[config.mk]
export PLATFORM = sky130hd
export DESIGN_NAME = picdr_regs
export DESIGN_NICKNAME = d
export VERILOG_FILES = /design/src/common/picdr_pkg.sv /design/src/hdl/picdr_mdio_engine.sv /design/src/hdl/picdr_regs.sv
export SDC_FILE = /design/constraint.sdc
export NUM_CORES = 1
export LEC_CHECK = 0
export ABC_AREA = 1
export BUFFER_PORTS_ARGS = -buffer_cell sky130_fd_sc_hd__buf_2
export CAP_MARGIN = 20
export CORE_MARGIN = 1.5
export CORE_UTILIZATION = 55
export DETAILED_ROUTE_END_ITERATION = 8
export PLACE_DENSITY = 0.74
export SYNTH_ARGS = -nofsm -noshare
export SYNTH_HDL_FRONTEND = slang
export SYNTH_SLANG_ARGS = --single-unit
[constraint.sdc]
create_clock -name CLK_IN -period 5.87 [get_ports CLK_IN]
set_clock_uncertainty 0.2 [all_clocks]
set_input_delay 0.8805 -clock CLK_IN [delete_from_list [all_inputs] [get_ports CLK_IN]]
set_output_delay 0.8805 -clock CLK_IN [all_outputs]
set_load 0.02 [all_outputs]
[src/common/picdr_pkg.sv]
// Purpose: shared constants and carrier types for the interrupt, cable-test and control registers
// Assumes: 16-bit management registers addressed by a 5-bit register number
// Notes: offsets are management register numbers, not byte addresses
`default_nettype none
package picdr_pkg;
  // register numbers
  localparam logic [4:0] REG_INT_CS = 5'h1b;
  localparam logic [4:0] REG_DIAG_CS = 5'h1d;
  localparam logic [4:0] REG_PHY_CTL1 = 5'h1e;
  localparam logic [4:0] REG_PHY_CTL2 = 5'h1f;
  localparam int REG_W = 16;
  localparam int ADDR_W = 5;
  // interrupt control/status layout
  localparam int FLAG_W = 8;
  localparam int INT_EN_LSB = 8;
  localparam int LINK_UP_EN_BIT = 8;
  localparam logic [7:0] INT_EN_RST = 8'h00;
  localparam logic [7:0] FLAG_RST = 8'h00;
  // cable diagnostic layout
  localparam int DIAG_START_BIT = 15;
  localparam int DIAG_RES_LSB = 13;
  localparam int DIAG_RSV_W = 4;
  localparam int DIAG_CNT_W = 9;
  localparam logic [1:0] DIAG_RES_RST = 2'h0;
  localparam logic [8:0] DIAG_CNT_RST = 9'h000;
  localparam logic [1:0] DIAG_RES_NORMAL = 2'h0;
  localparam logic [1:0] DIAG_RES_OPEN = 2'h1;
  localparam logic [1:0] DIAG_RES_SHORT = 2'h2;
  localparam logic [1:0] DIAG_RES_FAILED = 2'h3;
  // control register 1 layout
  localparam int LED_MODE_LSB = 14;
  localparam int POLARITY_BIT = 13;
  localparam int FAR_FAULT_BIT = 12;
  localparam int MDIX_BIT = 11;
  localparam int CTL1_LOW_W = 11;
  localparam logic [1:0] LED_MODE_RST = 2'h0;
  localparam logic [1:0] LED_MODE_SPEED = 2'h0;
  localparam logic [1:0] LED_MODE_ACT = 2'h1;
  // control register 2: only the interrupt level bit lives here
  localparam int IRQ_POL_BIT = 9;
  localparam logic IRQ_POL_RST = 1'b0;
  // management frame
  localparam logic [5:0] MDIO_PRE_LEN = 6'h20;
  localparam logic [5:0] MDIO_HDR_LEN = 6'h0e;
  localparam logic [5:0] MDIO_TA_LEN = 6'h02;
  localparam logic [5:0] MDIO_DATA_LEN = 6'h10;
  localparam logic [1:0] MDIO_ST = 2'h1;
  localparam logic [1:0] MDIO_OP_RD = 2'h2;
  localparam logic [1:0] MDIO_OP_WR = 2'h1;
  // event pulses, packed in flag bit order 7..0
  typedef struct packed {
    logic jabber;
    logic rx_error;
    logic page_rx;
    logic pd_fault;
    logic lp_ack;
    logic link_down;
    logic remote_fault;
    logic link_up;
  } picdr_event_t;
  // one register access from the management engine
  typedef struct packed {
    logic rd;
    logic wr;
    logic [4:0] addr;
    logic [15:0] wdata;
  } picdr_req_t;
  // cable test outcome
  typedef struct packed {
    logic [1:0] result;
    logic [8:0] count;
  } picdr_diag_res_t;
endpackage
`default_nettype wire

[src/hdl/picdr_mdio_engine.sv]
// Purpose: serial management frame engine turning frames into register accesses
// Assumes: mdc_in sampled on the core clock, at most a sixth of its rate
// Notes: drives read data after each mdc rising edge; ignores frames for other addresses
`timescale 1ns/1ps
`default_nettype none
module picdr_mdio_engine #(
  parameter logic [4:0] PHY_ADDR = 5'h01
) (
  // clock and reset
  input wire logic clk_in,
  input wire logic arst_n_in,
  // management pins
  input wire logic mdc_in,
  input wire logic mdio_in,
  output logic mdio_out,
  output logic mdio_oe_out,
  // register side
  output picdr_pkg::picdr_req_t req_out,
  input wire logic [15:0] rdata_in
);
  typedef enum logic [3:0] {
    S_PRE = 4'b0001,
    S_HDR = 4'b0010,
    S_TA = 4'b0100,
    S_DATA = 4'b1000
  } picdr_mdio_st_t;

  picdr_mdio_st_t state_reg;
  logic mdc_prev_reg;
  logic [5:0] cnt_reg;
  logic [15:0] shift_reg;
  logic is_rd_reg;
  logic mdio_out_reg;
  logic mdio_oe_reg;
  picdr_pkg::picdr_req_t req_reg;

  // header decode on the last header bit
  wire mdc_rise = mdc_in & ~mdc_prev_reg;
  wire [13:0] hdr_w = {shift_reg[12:0], mdio_in};
  wire op_rd_w = hdr_w[11:10] == picdr_pkg::MDIO_OP_RD;
  wire op_wr_w = hdr_w[11:10] == picdr_pkg::MDIO_OP_WR;
  wire hit_w = (hdr_w[13:12] == picdr_pkg::MDIO_ST) && (hdr_w[9:5] == PHY_ADDR) &&
               (op_rd_w || op_wr_w);
  wire [5:0] cnt_inc = cnt_reg + 6'h01;

  assign mdio_out = mdio_out_reg;
  assign mdio_oe_out = mdio_oe_reg;
  assign req_out = req_reg;

  // frame sequencer; one step per mdc rising edge
  always_ff @(posedge clk_in or negedge arst_n_in) begin
    if (!arst_n_in) begin
      state_reg <= S_PRE;
      mdc_prev_reg <= 1'b0;
      cnt_reg <= 6'h00;
      shift_reg <= 16'h0000;
      is_rd_reg <= 1'b0;
      mdio_out_reg <= 1'b0;
      mdio_oe_reg <= 1'b0;
      req_reg <= '0;
    end else begin
      mdc_prev_reg <= mdc_in;
      req_reg.rd <= 1'b0;
      req_reg.wr <= 1'b0;
      // read data arrives the cycle after the read strobe
      if (req_reg.rd) begin
        shift_reg <= rdata_in;
      end
      if (mdc_rise) begin
        unique case (state_reg)
          S_PRE: begin
            if (mdio_in) begin
              cnt_reg <= (cnt_reg == picdr_pkg::MDIO_PRE_LEN) ? cnt_reg : cnt_inc;
            end else if (cnt_reg == picdr_pkg::MDIO_PRE_LEN) begin
              state_reg <= S_HDR;
              shift_reg <= 16'h0000;
              cnt_reg <= 6'h01;
            end else begin
              cnt_reg <= 6'h00;
            end
          end
          S_HDR: begin
            shift_reg <= {shift_reg[14:0], mdio_in};
            cnt_reg <= cnt_inc;
            if (cnt_inc == picdr_pkg::MDIO_HDR_LEN) begin
              cnt_reg <= 6'h00;
              state_reg <= hit_w ? S_TA : S_PRE;
              is_rd_reg <= op_rd_w;
              req_reg.addr <= hdr_w[4:0];
              req_reg.rd <= hit_w & op_rd_w;
            end
          end
          S_TA: begin
            cnt_reg <= cnt_inc;
            // a read drives the second turnaround bit low
            if (is_rd_reg) begin
              mdio_oe_reg <= 1'b1;
              mdio_out_reg <= 1'b0;
              cnt_reg <= 6'h00;
              state_reg <= S_DATA;
            end else if (cnt_inc == picdr_pkg::MDIO_TA_LEN) begin
              cnt_reg <= 6'h00;
              state_reg <= S_DATA;
            end
          end
          S_DATA: begin
            cnt_reg <= cnt_inc;
            if (is_rd_reg) begin
              if (cnt_reg == picdr_pkg::MDIO_DATA_LEN) begin
                mdio_oe_reg <= 1'b0;
                cnt_reg <= 6'h00;
                state_reg <= S_PRE;
              end else begin
                mdio_out_reg <= shift_reg[15];
                shift_reg <= {shift_reg[14:0], 1'b0};
              end
            end else begin
              shift_reg <= {shift_reg[14:0], mdio_in};
              if (cnt_inc == picdr_pkg::MDIO_DATA_LEN) begin
                req_reg.wdata <= {shift_reg[14:0], mdio_in};
                req_reg.wr <= 1'b1;
                cnt_reg <= 6'h00;
                state_reg <= S_PRE;
              end
            end
          end
        endcase
      end
    end
  end
endmodule
`default_nettype wire

[src/hdl/picdr_regs.sv]
// Purpose: interrupt control/status, cable test control/status and indicator control registers
// Assumes: event and status inputs synchronous to CLK_IN; event inputs are one-cycle pulses
// Notes: reached only through the serial management pins; unmapped registers read zero
// Behaviour
// bit 8 of interrupt register enables link-up interrupt, resets 0
// bit 7 latches jabber, clears on read, resets 0
// bit 6 latches receive error, clears on read, resets 0
// bit 5 latches page received, clears on read, resets 0
// bit 4 latches parallel detect fault, clears on read, resets 0
// bit 3 latches partner acknowledge, clears on read, resets 0
// bit 2 latches link down, clears on read, resets 0
// bit 1 latches remote fault, clears on read, resets 0
// bit 0 latches link up, clears on read, resets 0
// writing 1 to cable bit 15 starts test; hardware clears it when done
// cable bit 15 at zero means results valid; manager reads after that
// result field 14:13: normal, open, short, failed; resets 00
// bits 8:0 hold fault distance count, about 0.4 m each, reset zero
// indicator mode 15:14: 00 speed and link/activity, 01 activity and link
// control bit 13 reads reversed receive polarity
// control bit 12 reads far-end fault, fiber variant only
// interrupt bits 15:9 enable the other seven events, reset 0
// control bit selects interrupt pin level, 1 high, 0 low, reset 0
// interrupt asserted while any enabled flag set, released once all read
// control bit 11 reads 0 for straight mode, 1 for crossover mode
`timescale 1ns/1ps
`default_nettype none
module picdr_regs #(
  parameter logic [4:0] PHY_ADDR = 5'h01
) (
  // clock and reset
  input wire logic CLK_IN,
  input wire logic ARST_N_IN,
  // management pins
  input wire logic MDC_IN,
  input wire logic MDIO_IN,
  output logic MDIO_OUT,
  output logic MDIO_OE_OUT,
  // event pulses from the core
  input wire picdr_pkg::picdr_event_t EVENT_IN,
  // line status from the core
  input wire logic LINK_UP_IN,
  input wire logic SPEED_100_IN,
  input wire logic ACTIVITY_IN,
  input wire logic POLARITY_REV_IN,
  input wire logic FAR_END_FAULT_IN,
  input wire logic MDIX_STATE_IN,
  // cable test engine
  output logic DIAG_START_OUT,
  input wire logic DIAG_DONE_IN,
  input wire picdr_pkg::picdr_diag_res_t DIAG_RESULT_IN,
  // interrupt and indicators
  output logic INT_OUT,
  output logic FIRST_INDICATOR_OUT,
  output logic SECOND_INDICATOR_OUT
);
  picdr_pkg::picdr_req_t req;
  logic [15:0] rdata;
  logic [7:0] int_en_reg;
  logic [7:0] flag_reg;
  logic [7:0] flag_next;
  logic irq_pol_reg;
  logic int_reg;
  logic diag_busy_reg;
  logic diag_start_reg;
  logic [1:0] diag_res_reg;
  logic [8:0] diag_cnt_reg;
  logic [1:0] led_mode_reg;
  logic first_led_reg;
  logic second_led_reg;

  // serial frame engine
  picdr_mdio_engine #(
    .PHY_ADDR(PHY_ADDR)
  ) u_mdio (
    .clk_in(CLK_IN),
    .arst_n_in(ARST_N_IN),
    .mdc_in(MDC_IN),
    .mdio_in(MDIO_IN),
    .mdio_out(MDIO_OUT),
    .mdio_oe_out(MDIO_OE_OUT),
    .req_out(req),
    .rdata_in(rdata)
  );

  // address decode
  wire sel_int = req.addr == picdr_pkg::REG_INT_CS;
  wire sel_diag = req.addr == picdr_pkg::REG_DIAG_CS;
  wire sel_ctl1 = req.addr == picdr_pkg::REG_PHY_CTL1;
  wire sel_ctl2 = req.addr == picdr_pkg::REG_PHY_CTL2;
  wire rd_int = req.rd & sel_int;
  wire wr_int = req.wr & sel_int;
  wire wr_diag = req.wr & sel_diag;
  wire wr_ctl1 = req.wr & sel_ctl1;
  wire wr_ctl2 = req.wr & sel_ctl2;
  // a start while a test runs is dropped; the test cannot be aborted
  wire diag_go = wr_diag & req.wdata[picdr_pkg::DIAG_START_BIT] & ~diag_busy_reg;
  wire diag_end = DIAG_DONE_IN & diag_busy_reg;

  // read values; status bits are sampled live at the read strobe
  wire [15:0] int_val = {int_en_reg, flag_reg};
  wire [15:0] diag_val = {diag_busy_reg, diag_res_reg, {picdr_pkg::DIAG_RSV_W{1'b0}},
                          diag_cnt_reg};
  wire [15:0] ctl1_val = {led_mode_reg, POLARITY_REV_IN, FAR_END_FAULT_IN, MDIX_STATE_IN,
                          {picdr_pkg::CTL1_LOW_W{1'b0}}};
  wire [15:0] ctl2_val = 16'(irq_pol_reg) << picdr_pkg::IRQ_POL_BIT;
  assign rdata = sel_int ? int_val :
                 sel_diag ? diag_val :
                 sel_ctl1 ? ctl1_val :
                 sel_ctl2 ? ctl2_val : 16'h0000;

  // flags: a new event beats the clear-on-read of the same cycle
  assign flag_next = (flag_reg & ~{picdr_pkg::FLAG_W{rd_int}}) | EVENT_IN;

  // enabled flags pending; enable bit i+8 pairs with flag bit i
  wire irq_pend = |(flag_reg & int_en_reg);
  wire int_next = irq_pol_reg ? irq_pend : ~irq_pend;

  // interrupt enables and status flags
  always_ff @(posedge CLK_IN or negedge ARST_N_IN) begin
    if (!ARST_N_IN) begin
      int_en_reg <= picdr_pkg::INT_EN_RST;
      flag_reg <= picdr_pkg::FLAG_RST;
    end else begin
      if (wr_int) begin
        int_en_reg <= req.wdata[picdr_pkg::INT_EN_LSB +: picdr_pkg::FLAG_W];
      end
      flag_reg <= flag_next;
    end
  end

  // interrupt pin level and polarity; reset idles at the active-low release level
  always_ff @(posedge CLK_IN or negedge ARST_N_IN) begin
    if (!ARST_N_IN) begin
      irq_pol_reg <= picdr_pkg::IRQ_POL_RST;
      int_reg <= 1'b1;
    end else begin
      if (wr_ctl2) begin
        irq_pol_reg <= req.wdata[picdr_pkg::IRQ_POL_BIT];
      end
      int_reg <= int_next;
    end
  end
  assign INT_OUT = int_reg;

  // cable test handshake: busy bit is the self-clearing start bit
  always_ff @(posedge CLK_IN or negedge ARST_N_IN) begin
    if (!ARST_N_IN) begin
      diag_busy_reg <= 1'b0;
      diag_start_reg <= 1'b0;
      diag_res_reg <= picdr_pkg::DIAG_RES_RST;
      diag_cnt_reg <= picdr_pkg::DIAG_CNT_RST;
    end else begin
      diag_start_reg <= diag_go;
      if (diag_go) begin
        diag_busy_reg <= 1'b1;
      end else if (diag_end) begin
        diag_busy_reg <= 1'b0;
        diag_res_reg <= DIAG_RESULT_IN.result;
        diag_cnt_reg <= DIAG_RESULT_IN.count;
      end
    end
  end
  assign DIAG_START_OUT = diag_start_reg;

  // indicator selection; reserved modes leave both indicators dark
  wire mode_speed = led_mode_reg == picdr_pkg::LED_MODE_SPEED;
  wire mode_act = led_mode_reg == picdr_pkg::LED_MODE_ACT;
  wire link_act = LINK_UP_IN & ~ACTIVITY_IN; // lit on link, blinks off with traffic
  wire first_next = mode_speed ? link_act : (mode_act & LINK_UP_IN);
  wire second_next = mode_speed ? SPEED_100_IN : (mode_act & ACTIVITY_IN);

  // indicator mode and registered indicator outputs
  always_ff @(posedge CLK_IN or negedge ARST_N_IN) begin
    if (!ARST_N_IN) begin
      led_mode_reg <= picdr_pkg::LED_MODE_RST;
      first_led_reg <= 1'b0;
      second_led_reg <= 1'b0;
    end else begin
      if (wr_ctl1) begin
        led_mode_reg <= req.wdata[picdr_pkg::LED_MODE_LSB +: 2];
      end
      first_led_reg <= first_next;
      second_led_reg <= second_next;
    end
  end
  assign FIRST_INDICATOR_OUT = first_led_reg;
  assign SECOND_INDICATOR_OUT = second_led_reg;
endmodule
`default_nettype wire

==> impl_metrics.toml, run 1 <==
[clocking]
h-tree-depth = 3
cts.repair.resized = 0
clk-insertion-delay-late_ns = 0.37
root_buffer = "clkbuf_8"
cts_sinks = 80
cts_hold_buf = 0
clockBufferDepth = 2
cts-buffers-inserted = 9
post_cts_buffers = 0
path_clk_slew_ns = 0.09
cts_tree = "built"

[timing]
min_period_over_period_pct = 43.0
slew_viol_final = 0
rsz0062_at_grt = "no"
worstMarginPinSlew_ns = 0.943
clock.fmax_mhz = 396
finalSetupViolations = 0
fin_ws_ns = 3.34
hold_viol = 0
relSlewSlack_pct = 37.1
period_minus_slack_ns = 2.53
finalSetupTns_ns = 0

[cells_and_area]
multiInputGateArea_mm2 = 0.00176
ff_latch_area_mm2 = 0.00200
n_antenna_cell = 0
largest_reg_flops = 16
final_nets = 541
drive_gt1_share_pct = 23.4
syn2layout_area_growth_pct = 10.6
fillers = 638

[yosys]
synth.top_cell.area_share_pct = 47.1
netlist_instances = 472
synth_cell_types = 40
syn_nets = 506
synth_edf_count = 0
synth_area_per_cell_um2 = 8.78
ys_ff_latch = 80
yosysSeqAreaShare_pct = 48.3
yosysWarnings = 0
synthTopCellsByArea = "dfrtp_1, nand2_1, inv_1, o21ai_0, nor2_1"
yosysTopAreaCell = "dfrtp_1"
synth_flop_cell = "dfrtp_1"
async_reset_ff_share_pct = 100
synth.cell_area_mm2 = 0.00415

[placed_design]
hpwl_um = 6520
dpl_worst_slack_ns = 3.19
port_buffers = 35
gp_congestion = 0.942

[power_and_ir_drop]
p_sw_uw = 528
p_comb_share_pct = 25.8
seq_power_share_pct = 46.9
ir_worst_vdd_v = 0.000161
clockPowerShare_pct = 27.3
leakage_nw = 2.21
switching_share_pct = 36.4
power_mw = 1.45
intPower_uw = 924
powerDensity_mw_per_mm2 = 317

[floorplan]
io_pins = 36
dieWidth_um = 89.8
start_util_pct = 56.9
dieArea_mm2 = 0.00807
coreArea_mm2 = 0.00729
fp-row-count = 31
die_h_um = 89.8

[worst_setup_path]
end_kind = "register"
crit_type = "register to register"
crit_fanout = 15
reg2regPathDepth = 7
cp-start-kind = "register"
cp.arrival_ns = 2.54
required_ns = 5.88

[global_route]
grt_antenna_before_repair = 0
use_met3_pct = 5.41
grt_util_met2_pct = 34.6
met1_usage_pct = 34.8
grt_usage_pct = 23.7
grt_most_used_layer = "met1"
grt_pass1_wl_um = 15100
grt_max_degree = 81
grt_pass1_vias = 3125
gr-total-overflow = 0

[detailed_routing]
drc_errors = 0
drt-initial-drc-count = 297
routedWlPerCell_um = 14.8
firstDrtPassIters = 5
wl_um = 9040
via_count = 3318
vias_per_cell = 5.43
drtAntennaViolNets = 0

[run]
drv_cap = 0

[run_status]
run_status = "complete, no violations"

[worst_hold_path]
hold_path.class = "primary input to asynchronous set/reset pin"
## worst max-delay path, stage by stage (launching register included)
cell,delay [ns]
dfrtp_1,0.49
inv_1,0.11
ha_1,0.17
nand3_2,0.12
nor3_2,0.23
o21ai_2,0.13
o21ai_2,0.74
o22ai_1,0.18
## metal layers
layer / vias up / wire length, um
met5: - / 0
met4: 0 / 158
met3: 16 / 498
met2: 111 / 4030
met1: 1575 / 4360
li1: 1616 / -
## cell usage after synthesis (2+ instances only)
master,count
nand2_1,92
dfrtp_1,78
inv_1,73
nor2_1,34
o21ai_0,33
nand3_1,20
a21oi_1,16
o21ai_2,12
nand2_2,11
o22ai_2,10
o221ai_1,9
o21bai_1,8
clkbuf_1,6
mux2_2,6
inv_2,5
nand4_1,5
nor2_2,5
o22ai_1,5
ha_1,4
nand3_2,4
nor3_1,4
o21ai_1,4
buf_2,3
nor2_4,3
a221oi_1,2
buf_6,2
dfstp_2,2
nand2_4,2
nor3_4,2
o211ai_1,2
## path summary, 6_finish.rpt
check / to / slack (ns) / from
max: u_mdio.shift_reg[2]$_DFF_PN0_ / 3.34 / u_mdio.cnt_reg[0]$_DFFE_PN0P_
min: u_mdio.state_reg[1]$_DFFE_PN0P_ / 0.11 / ARST_N_IN
max reg2reg: u_mdio.shift_reg[2]$_DFF_PN0_ / 3.34 / u_mdio.cnt_reg[0]$_DFFE_PN0P_
min reg2reg: u_mdio.mdio_oe_out$_DFFE_PN0P_ / 0.29 / u_mdio.mdio_oe_out$_DFFE_PN0P_
max in group asynchronous: INT_OUT$_DFF_PN1_ / 4.79 / ARST_N_IN
min in group CLK_IN: u_mdio.mdio_oe_out$_DFFE_PN0P_ / 0.29 / u_mdio.mdio_oe_out$_DFFE_PN0P_
## kinds of logic (layout without fill, tap and decap cells)
group,Yosys count,after routing,share of synthesized area (%)
compound gates,104,104,17.8
xor+xnor,1,1,0.211
fa+ha+maj,4,4,1.21
buf+inv,91,131,9.14
flops,80,80,48.3
mux,6,6,1.63
simple gates,186,186,21.7
## layout by cell type (no fill, tap or decap), types with 11 or more instances in the layout
cell | synthesis | layout
inv_1 | 73 | 73
nand2_1 | 92 | 92
o21ai_0 | 33 | 33
a21oi_1 | 16 | 16
o21ai_2 | 12 | 12
nand3_1 | 20 | 20
nor2_1 | 34 | 34
nand2_2 | 11 | 11
dfrtp_1 | 78 | 78
buf_2 | 3 | 34
## power groups by stage
stage / registers (mW) / clock network, mW / logic (mW)
after CTS: 0.680 / 0.399 / 0.372
after floorplan: 0.678 / 0 / 0.287
final: 0.681 / 0.397 / 0.375
after detailed placement: 0.691 / 0 / 0.370
after global routing: 0.694 / 0.424 / 0.420
after global placement: 0.688 / 0 / 0.358
## per-stage QoR
step / utilization [%] / instance area [um2] / instances / hold slack (ns)
final: 62.9 / 4580 / 611 / 0.108
after CTS: 62.5 / 4560 / 610 / 0.293
after global placement: 59.9 / 4370 / 594 / 0.264
after floorplan: - / 4150 / 472 / 0.251
after global routing: 62.9 / 4580 / 611 / 0.109
after detailed placement: 59.9 / 4370 / 594 / 0.272
## layout make-up
cell class	count	area share, %
clock buffers	10	3.00
well taps	99	2.70
clock inverters	6	1.12
flip-flops and latches	80	43.7
repair buffers	36	4.48
multi-input cells	301	38.5
inverters	79	6.52
Note: power is estimated with default switching activity, not from simulation.
==> inputs of run 2 (changes only) <==
clock period = 2.52 ns   (was 5.87 ns; I/O delays follow)
==> run 2 against run 1 <==
Net effect:
- sequential cell count unchanged
- design area increased by 2.4%
- sequential share of layout area decreased by 1.0 points
- global-route usage increased by 1.0 points
- count of clock-buffer cells in the layout unchanged
- critical path type unchanged
- highest routed layer unchanged
==> impl_metrics.toml, run 2 (synthesis results as in run 1) <==
[run_status]
run_status = "complete, no violations"

[timing]
clock.fmax_mhz = 451
hold_viol = 0
fin_hold_ws_ns = 0.0221
worstMarginPinSlew_ns = 0.578
min_period_over_period_pct = 88.0
relSlewSlack_pct = 61.5
rsz0062_at_grt = "no"
finalSetupTns_ns = 0
finalSetupViolations = 0
period_minus_slack_ns = 2.22
slew_viol_final = 0

[worst_setup_path]
crit_family = "simple AND/OR/NAND/NOR gates"
required_ns = 2.54
end_kind = "register"
cp-start-kind = "register"
crit_path_max_incr_delay_ns = 0.48
crit_top_cell = "nand2_2"
crit_slowest_cell = "dfrtp_1"
cp.arrival_ns = 2.24
cp_cell_sequence = "ha_1 > nand2_2 > inv_1 > nand3_1 > nand2_2 > nor2_2 > nand3_2 > nand2_1 > o21ai_2"
crit_type = "register to register"
crit_buf_inv = 1
crit_fanout = 17

[global_route]
gr-total-overflow = 0
grt_pass1_vias = 3335
grt_pass1_wl_um = 16000
grt_max_degree = 45
grt_antenna_before_repair = 0
grt_usage_pct = 24.8

[placed_design]
dpl-instance-area_mm2 = 0.00446
hpwl_um = 6790
gp_congestion = 0.883
port_buffers = 35

[power_and_ir_drop]
leakage_nw = 2.28
powerDensity_mw_per_mm2 = 747
ir_worst_vdd_v = 0.000471

[detailed_routing]
wl_um = 9400
drc_errors = 0
routedWlPerCell_um = 15.1
via_count = 3408
drt-initial-drc-count = 225
vias_per_cell = 5.48
firstDrtPassIters = 5
drtAntennaViolNets = 0

[floorplan]
start_util_pct = 56.9
coreArea_mm2 = 0.00729
dieArea_mm2 = 0.00807
io_pins = 36
dieWidth_um = 89.8
die_h_um = 89.8
fp-row-count = 31

[run]
drv_cap = 0

[worst_hold_path]
hold_path.class = "primary input to register"

[cells_and_area]
drive_gt1_share_pct = 24.5
final_nets = 552
layout_commonest_cell = "nand2_1"
n_antenna_cell = 0
syn2layout_area_growth_pct = 13.2
final_cell_mix = "nand2_1, dfrtp_1, inv_1"
fin_area_mm2 = 0.00469
fillers = 655
largest_reg_flops = 16
post-route-util_pct = 64.4

[clocking]
clockBufferDepth = 2
clk-insertion-delay-late_ns = 0.35
post_cts_buffers = 0
cts_hold_buf = 2
cts_sinks = 80
cts-buffers-inserted = 9
cts.repair.resized = 0
h-tree-depth = 3
cts_tree = "built"
root_buffer = "clkbuf_8"
path_clk_slew_ns = 0.08
run 2: changes by cell type in the layout (fill, tap and decap cells not counted):
cell           before  now
buf_12              0    1
clkinv_4            0    2
inv_6               2    1
buf_16              1    0
bufinv_16           0    2
clkbuf_1            0    1
clkinv_2            0    1
clkbuf_8           10    9
buf_4               1   10
dlygate4sd3_1       0    2
clkinvlp_4          3    0
inv_8               1    0
run 2: worst register-to-register path, cell delays in order, from the launching register on:
cell	delay [ns]
dfrtp_1	0.48
ha_1	0.29
nand2_2	0.11
inv_1	0.07
nand3_1	0.08
nand2_2	0.10
nor2_2	0.15
nand3_2	0.36
nand2_1	0.22
o21ai_2	0.07
run 2: path summary, 6_finish.rpt:
| path | cells past startpoint | from | slack, ns | end |
|---|---|---|---|---|
| worst max-delay path | 9 | u_mdio.cnt_reg[0]$_DFFE_PN0P_ | 0.30 | u_mdio.req_out[11]$_DFFE_PN0P_ |
| worst min-delay path | 2 | EVENT_IN[4] | 0.02 | flag_reg[4]$_DFF_PN0_ |
| worst max register to register | 9 | u_mdio.cnt_reg[0]$_DFFE_PN0P_ | 0.30 | u_mdio.req_out[11]$_DFFE_PN0P_ |
| worst min register to register | 2 | led_mode_reg[1]$_DFFE_PN0P_ | 0.29 | led_mode_reg[1]$_DFFE_PN0P_ |
| max in group asynchronous | 3 | ARST_N_IN | 1.14 | u_mdio.shift_reg[2]$_DFF_PN0_ |
| min in group asynchronous | 2 | ARST_N_IN | 0.37 | u_mdio.cnt_reg[5]$_DFFE_PN0P_ |
run 2: area by class of cell:
class / instances / area [um2] / area share [%]
inverter: 79 / 299 / 6.37
multi-input combinational: 301 / 1760 / 37.6
clock buffer: 10 / 128 / 2.72
timing repair buffer: 47 / 285 / 6.08
clock inverter: 6 / 91.3 / 1.95
sequential: 80 / 2000 / 42.7
tap: 99 / 124 / 2.64
run 2: per-layer routing:
| metal | vias to the layer above | GRT usage [%] | wire length, um |
|---|---|---|---|
| met5 | - | 0 | 0 |
| met4 | 0 | 7.54 | 137 |
| met3 | 16 | 3.55 | 455 |
| met2 | 108 | 38.5 | 4350 |
| met1 | 1644 | 36.1 | 4450 |
| li1 | 1640 | - | - |
run 2: power breakdown:
group | switching [mW] | internal [mW]
registers | 0.136 | 1.45
clock network | 0.476 | 0.564
logic | 0.569 | 0.309
total | 1.18 | 2.33
run 2: metrics by stage:
step / std cells / power [mW] / setup WS, ns
final: 622 / 3.51 / 0.304
after global routing: 622 / 3.72 / 0.109
after CTS: 622 / 3.51 / 0.305
after detailed placement: 604 / 2.48 / 0.307
after global placement: 604 / 2.44 / 0.418
after floorplan: 472 / 2.25 / 0.610
==> inputs of run 3 (changes only) <==
--- a/config.mk
+++ b/config.mk
@@ -6,11 +6,10 @@
 export NUM_CORES = 1
 export LEC_CHECK = 0
-export ABC_AREA = 1
 export BUFFER_PORTS_ARGS = -buffer_cell sky130_fd_sc_hd__buf_2
 export CAP_MARGIN = 20
-export CORE_MARGIN = 1.5
+export CORE_MARGIN = 2
 export CORE_UTILIZATION = 55
 export DETAILED_ROUTE_END_ITERATION = 8
-export PLACE_DENSITY = 0.74
+export PLACE_DENSITY = 0.75
 export SYNTH_ARGS = -nofsm -noshare
 export SYNTH_HDL_FRONTEND = slang
==> constraint.sdc (replaced) <==
create_clock -name CLK_IN -period 2.52 [get_ports CLK_IN]
set_clock_uncertainty 0.2 [all_clocks]
set_input_delay 0.504 -clock CLK_IN [delete_from_list [all_inputs] [get_ports CLK_IN]]
set_output_delay 0.504 -clock CLK_IN [all_outputs]
set_load 0.02 [all_outputs]
==> run 3 against run 2 <==
Net effect:
- sequential power rose by 3%
- combinational power rose by 14%
- hold slack improved by 0.067 ns
- routed wire length fell by 2.7%
- clock power rose by 5%
- maximum frequency fell by 8.6%
- count of clock-buffer cells in the layout rose by 1
- design area rose by 0.59%
- non-clock buffer count rose by 18
- global-route usage fell by 0.81 points
- utilization rose by 1.8 points
- die area fell by 1.2%
==> impl_metrics.toml, run 3 <==
[run_status]
run_status = "complete, no violations"

[placed_design]
hpwl_um = 6380
gp_congestion = 0.920
dp_cells = 501
port_buffers = 35

[detailed_routing]
wl_um = 9140
drt-initial-drc-count = 192
via_count = 3142
firstDrtPassIters = 5
routedWlPerCell_um = 17.5
drtAntennaViolNets = 0
vias_per_cell = 6.01
drc_errors = 0

[yosys]
yosysTopAreaCell = "dfrtp_1"
synth_edf_count = 0
ys_ff_latch = 80
yosysMostFrequentCell = "dfrtp_1"
synth_area_per_cell_um2 = 11.0
synthTopCellsByArea = "dfrtp_1, mux2_2, a22oi_1, a22o_1, a21oi_1"
synth.top_cell.area_share_pct = 48.8
yosys-top-cells-count = "dfrtp_1, mux2_2, nor2_1, nand2_1, a21oi_1"
synth_flop_cell = "dfrtp_1"
yosysSeqAreaShare_pct = 50.1
yosysWarnings = 0
async_reset_ff_share_pct = 100
netlist_instances = 365
synth.cell_area_mm2 = 0.00400
syn_nets = 399
synth_cell_types = 56

[worst_setup_path]
crit_type = "register to register"
cp-start-kind = "register"
reg2regPathDepth = 7
reg2reg_slack_ns = 0.09
reg2reg_from = "u_mdio.cnt_reg[1]$_DFFE_PN0P_"
crit_fanout = 7
r2r-end = "u_mdio.state_reg[3]$_DFFE_PN0P_"
cp.arrival_ns = 2.46
required_ns = 2.56
end_kind = "register"

[cells_and_area]
post-route-util_pct = 66.2
drive_gt1_share_pct = 33.3
stdcell_count = 523
final_cell_mix = "dfrtp_1, mux2_2, buf_2"
layout_commonest_cell = "dfrtp_1"
n_antenna_cell = 0
final_nets = 453
fillers = 572
syn2layout_area_growth_pct = 18.0
largest_reg_flops = 16

[run]
drv_cap = 0

[floorplan]
start_util_pct = 56.0
dieWidth_um = 89.3
io_pins = 36
fp-row-count = 31
dieArea_mm2 = 0.00797
coreArea_mm2 = 0.00714
die_h_um = 89.3

[worst_hold_path]
min_path_cells = 1
hp-start = "MDC_IN"
hold_path.class = "primary input to register"
hold_end = "u_mdio.mdc_prev_reg$_DFF_PN0_"

[global_route]
grt_most_used_layer = "met2"
grt_pass1_wl_um = 14500
met1_usage_pct = 29.5
grt_util_met2_pct = 40.1
grt_pass1_vias = 3029
grt_antenna_before_repair = 0
gr-total-overflow = 0
grt_max_degree = 48
grt_usage_pct = 24.0
use_met3_pct = 6.65

[power_and_ir_drop]
power_mw = 3.73
ir_worst_vdd_v = 0.000555
powerDensity_mw_per_mm2 = 789
leakage_nw = 2.13

[clocking]
cts-buffers-inserted = 9
cts_sinks = 80
clk-insertion-delay-late_ns = 0.35
cts_tree = "built"
clockBufferDepth = 2
path_clk_slew_ns = 0.08
root_buffer = "clkbuf_8"
h-tree-depth = 3

[timing]
finalSetupViolations = 0
hold_viol = 0
slew_viol_final = 0
min_period_over_period_pct = 96.2
worstMarginPinSlew_ns = 0.655
rsz0062_at_grt = "yes"
clock.fmax_mhz = 412
period_minus_slack_ns = 2.43
relSlewSlack_pct = 55.7
-- run 3: area by class of cell --
cell class	instances	area, um2	share of cell area (%)
clock buffers	11	151	3.21
clock inverters	5	85.1	1.80
inverters	9	33.8	0.715
multi-input cells	254	1900	40.2
flip-flops and latches	80	2010	42.6
well taps	99	124	2.62
repair buffers	65	418	8.85
-- run 3: cells by family (layout without fill, tap and decap cells) --
kind of cell	Yosys count	in the layout	synth area share, %
muxes	40	40	11.3
buffers and inverters	31	90	3.53
AOI/OAI and AO/OA	98	98	17.6
DFF	80	80	50.1
and+or+nand+nor	108	108	15.3
xor gates and xnor gates	4	4	0.876
adders and majority gates	4	4	1.25
-- run 3: worst max path at each step --
stage                                  start                               to  slack [ns]  cells past startpoint
5_1_grt        u_mdio.cnt_reg[0]$_DFFE_PN0P_  u_mdio.state_reg[2]$_DFFE_PN0P_       -0.01                      8
3_3_place_gp   u_mdio.cnt_reg[1]$_DFFE_PN0P_  u_mdio.state_reg[3]$_DFFE_PN0P_        0.10                      7
6_report       u_mdio.cnt_reg[1]$_DFFE_PN0P_  u_mdio.state_reg[3]$_DFFE_PN0P_        0.09                      7
2_1_floorplan  u_mdio.cnt_reg[1]$_DFFE_PN0P_  u_mdio.state_reg[3]$_DFFE_PN0P_        0.05                      8
3_5_place_dp   u_mdio.cnt_reg[1]$_DFFE_PN0P_  u_mdio.state_reg[3]$_DFFE_PN0P_        0.04                      8
4_1_cts        u_mdio.cnt_reg[1]$_DFFE_PN0P_  u_mdio.state_reg[3]$_DFFE_PN0P_        0.02                      8
-- run 3: power breakdown --
part,internal [mW],total [mW],leakage (nW),switching [mW]
sequential,1.43,1.63,1.04,0.201
combinational,0.489,1.00,0.975,0.514
clock,0.619,1.09,0.117,0.473
-- run 3: timing repair --
action                                  in CTS  in global routing
endpoints found under the hold margin       32                  0
endpoints found under the setup margin       0                 28
resized for setup                            0                 12
hold buffers                                 1                  0
buffers inserted                             0                  5
-- run 3: metal layers --
layer	share of wire (%)	up-vias
li1	-	1450
met1	41	1564
met3	5.7	19
met4	2.2	0
met2	51	109
met5	0	-
-- run 3: through the flow --
stage	setup TNS, ns	worst slack (ns)	instance area, um2	hold WS, ns
6_report	0	0.0947	4720	0.0890
5_1_grt	-0.0144	-0.0144	4720	0.0661
4_1_cts	0	0.0197	4640	0.0769
3_5_place_dp	0	0.0354	4400	0.269
3_3_place_gp	0	0.104	4400	0.257
2_1_floorplan	0	0.0526	4010	0.00841
-- run 3: critical path, stage by stage, from the launching register on --
cell	delay, ns
dfrtp_2	0.45
ha_4	0.19
and3_1	0.24
mux2i_1	0.24
and3_1	0.23
o21bai_4	0.10
nor3b_4	0.32
mux2_4	0.33
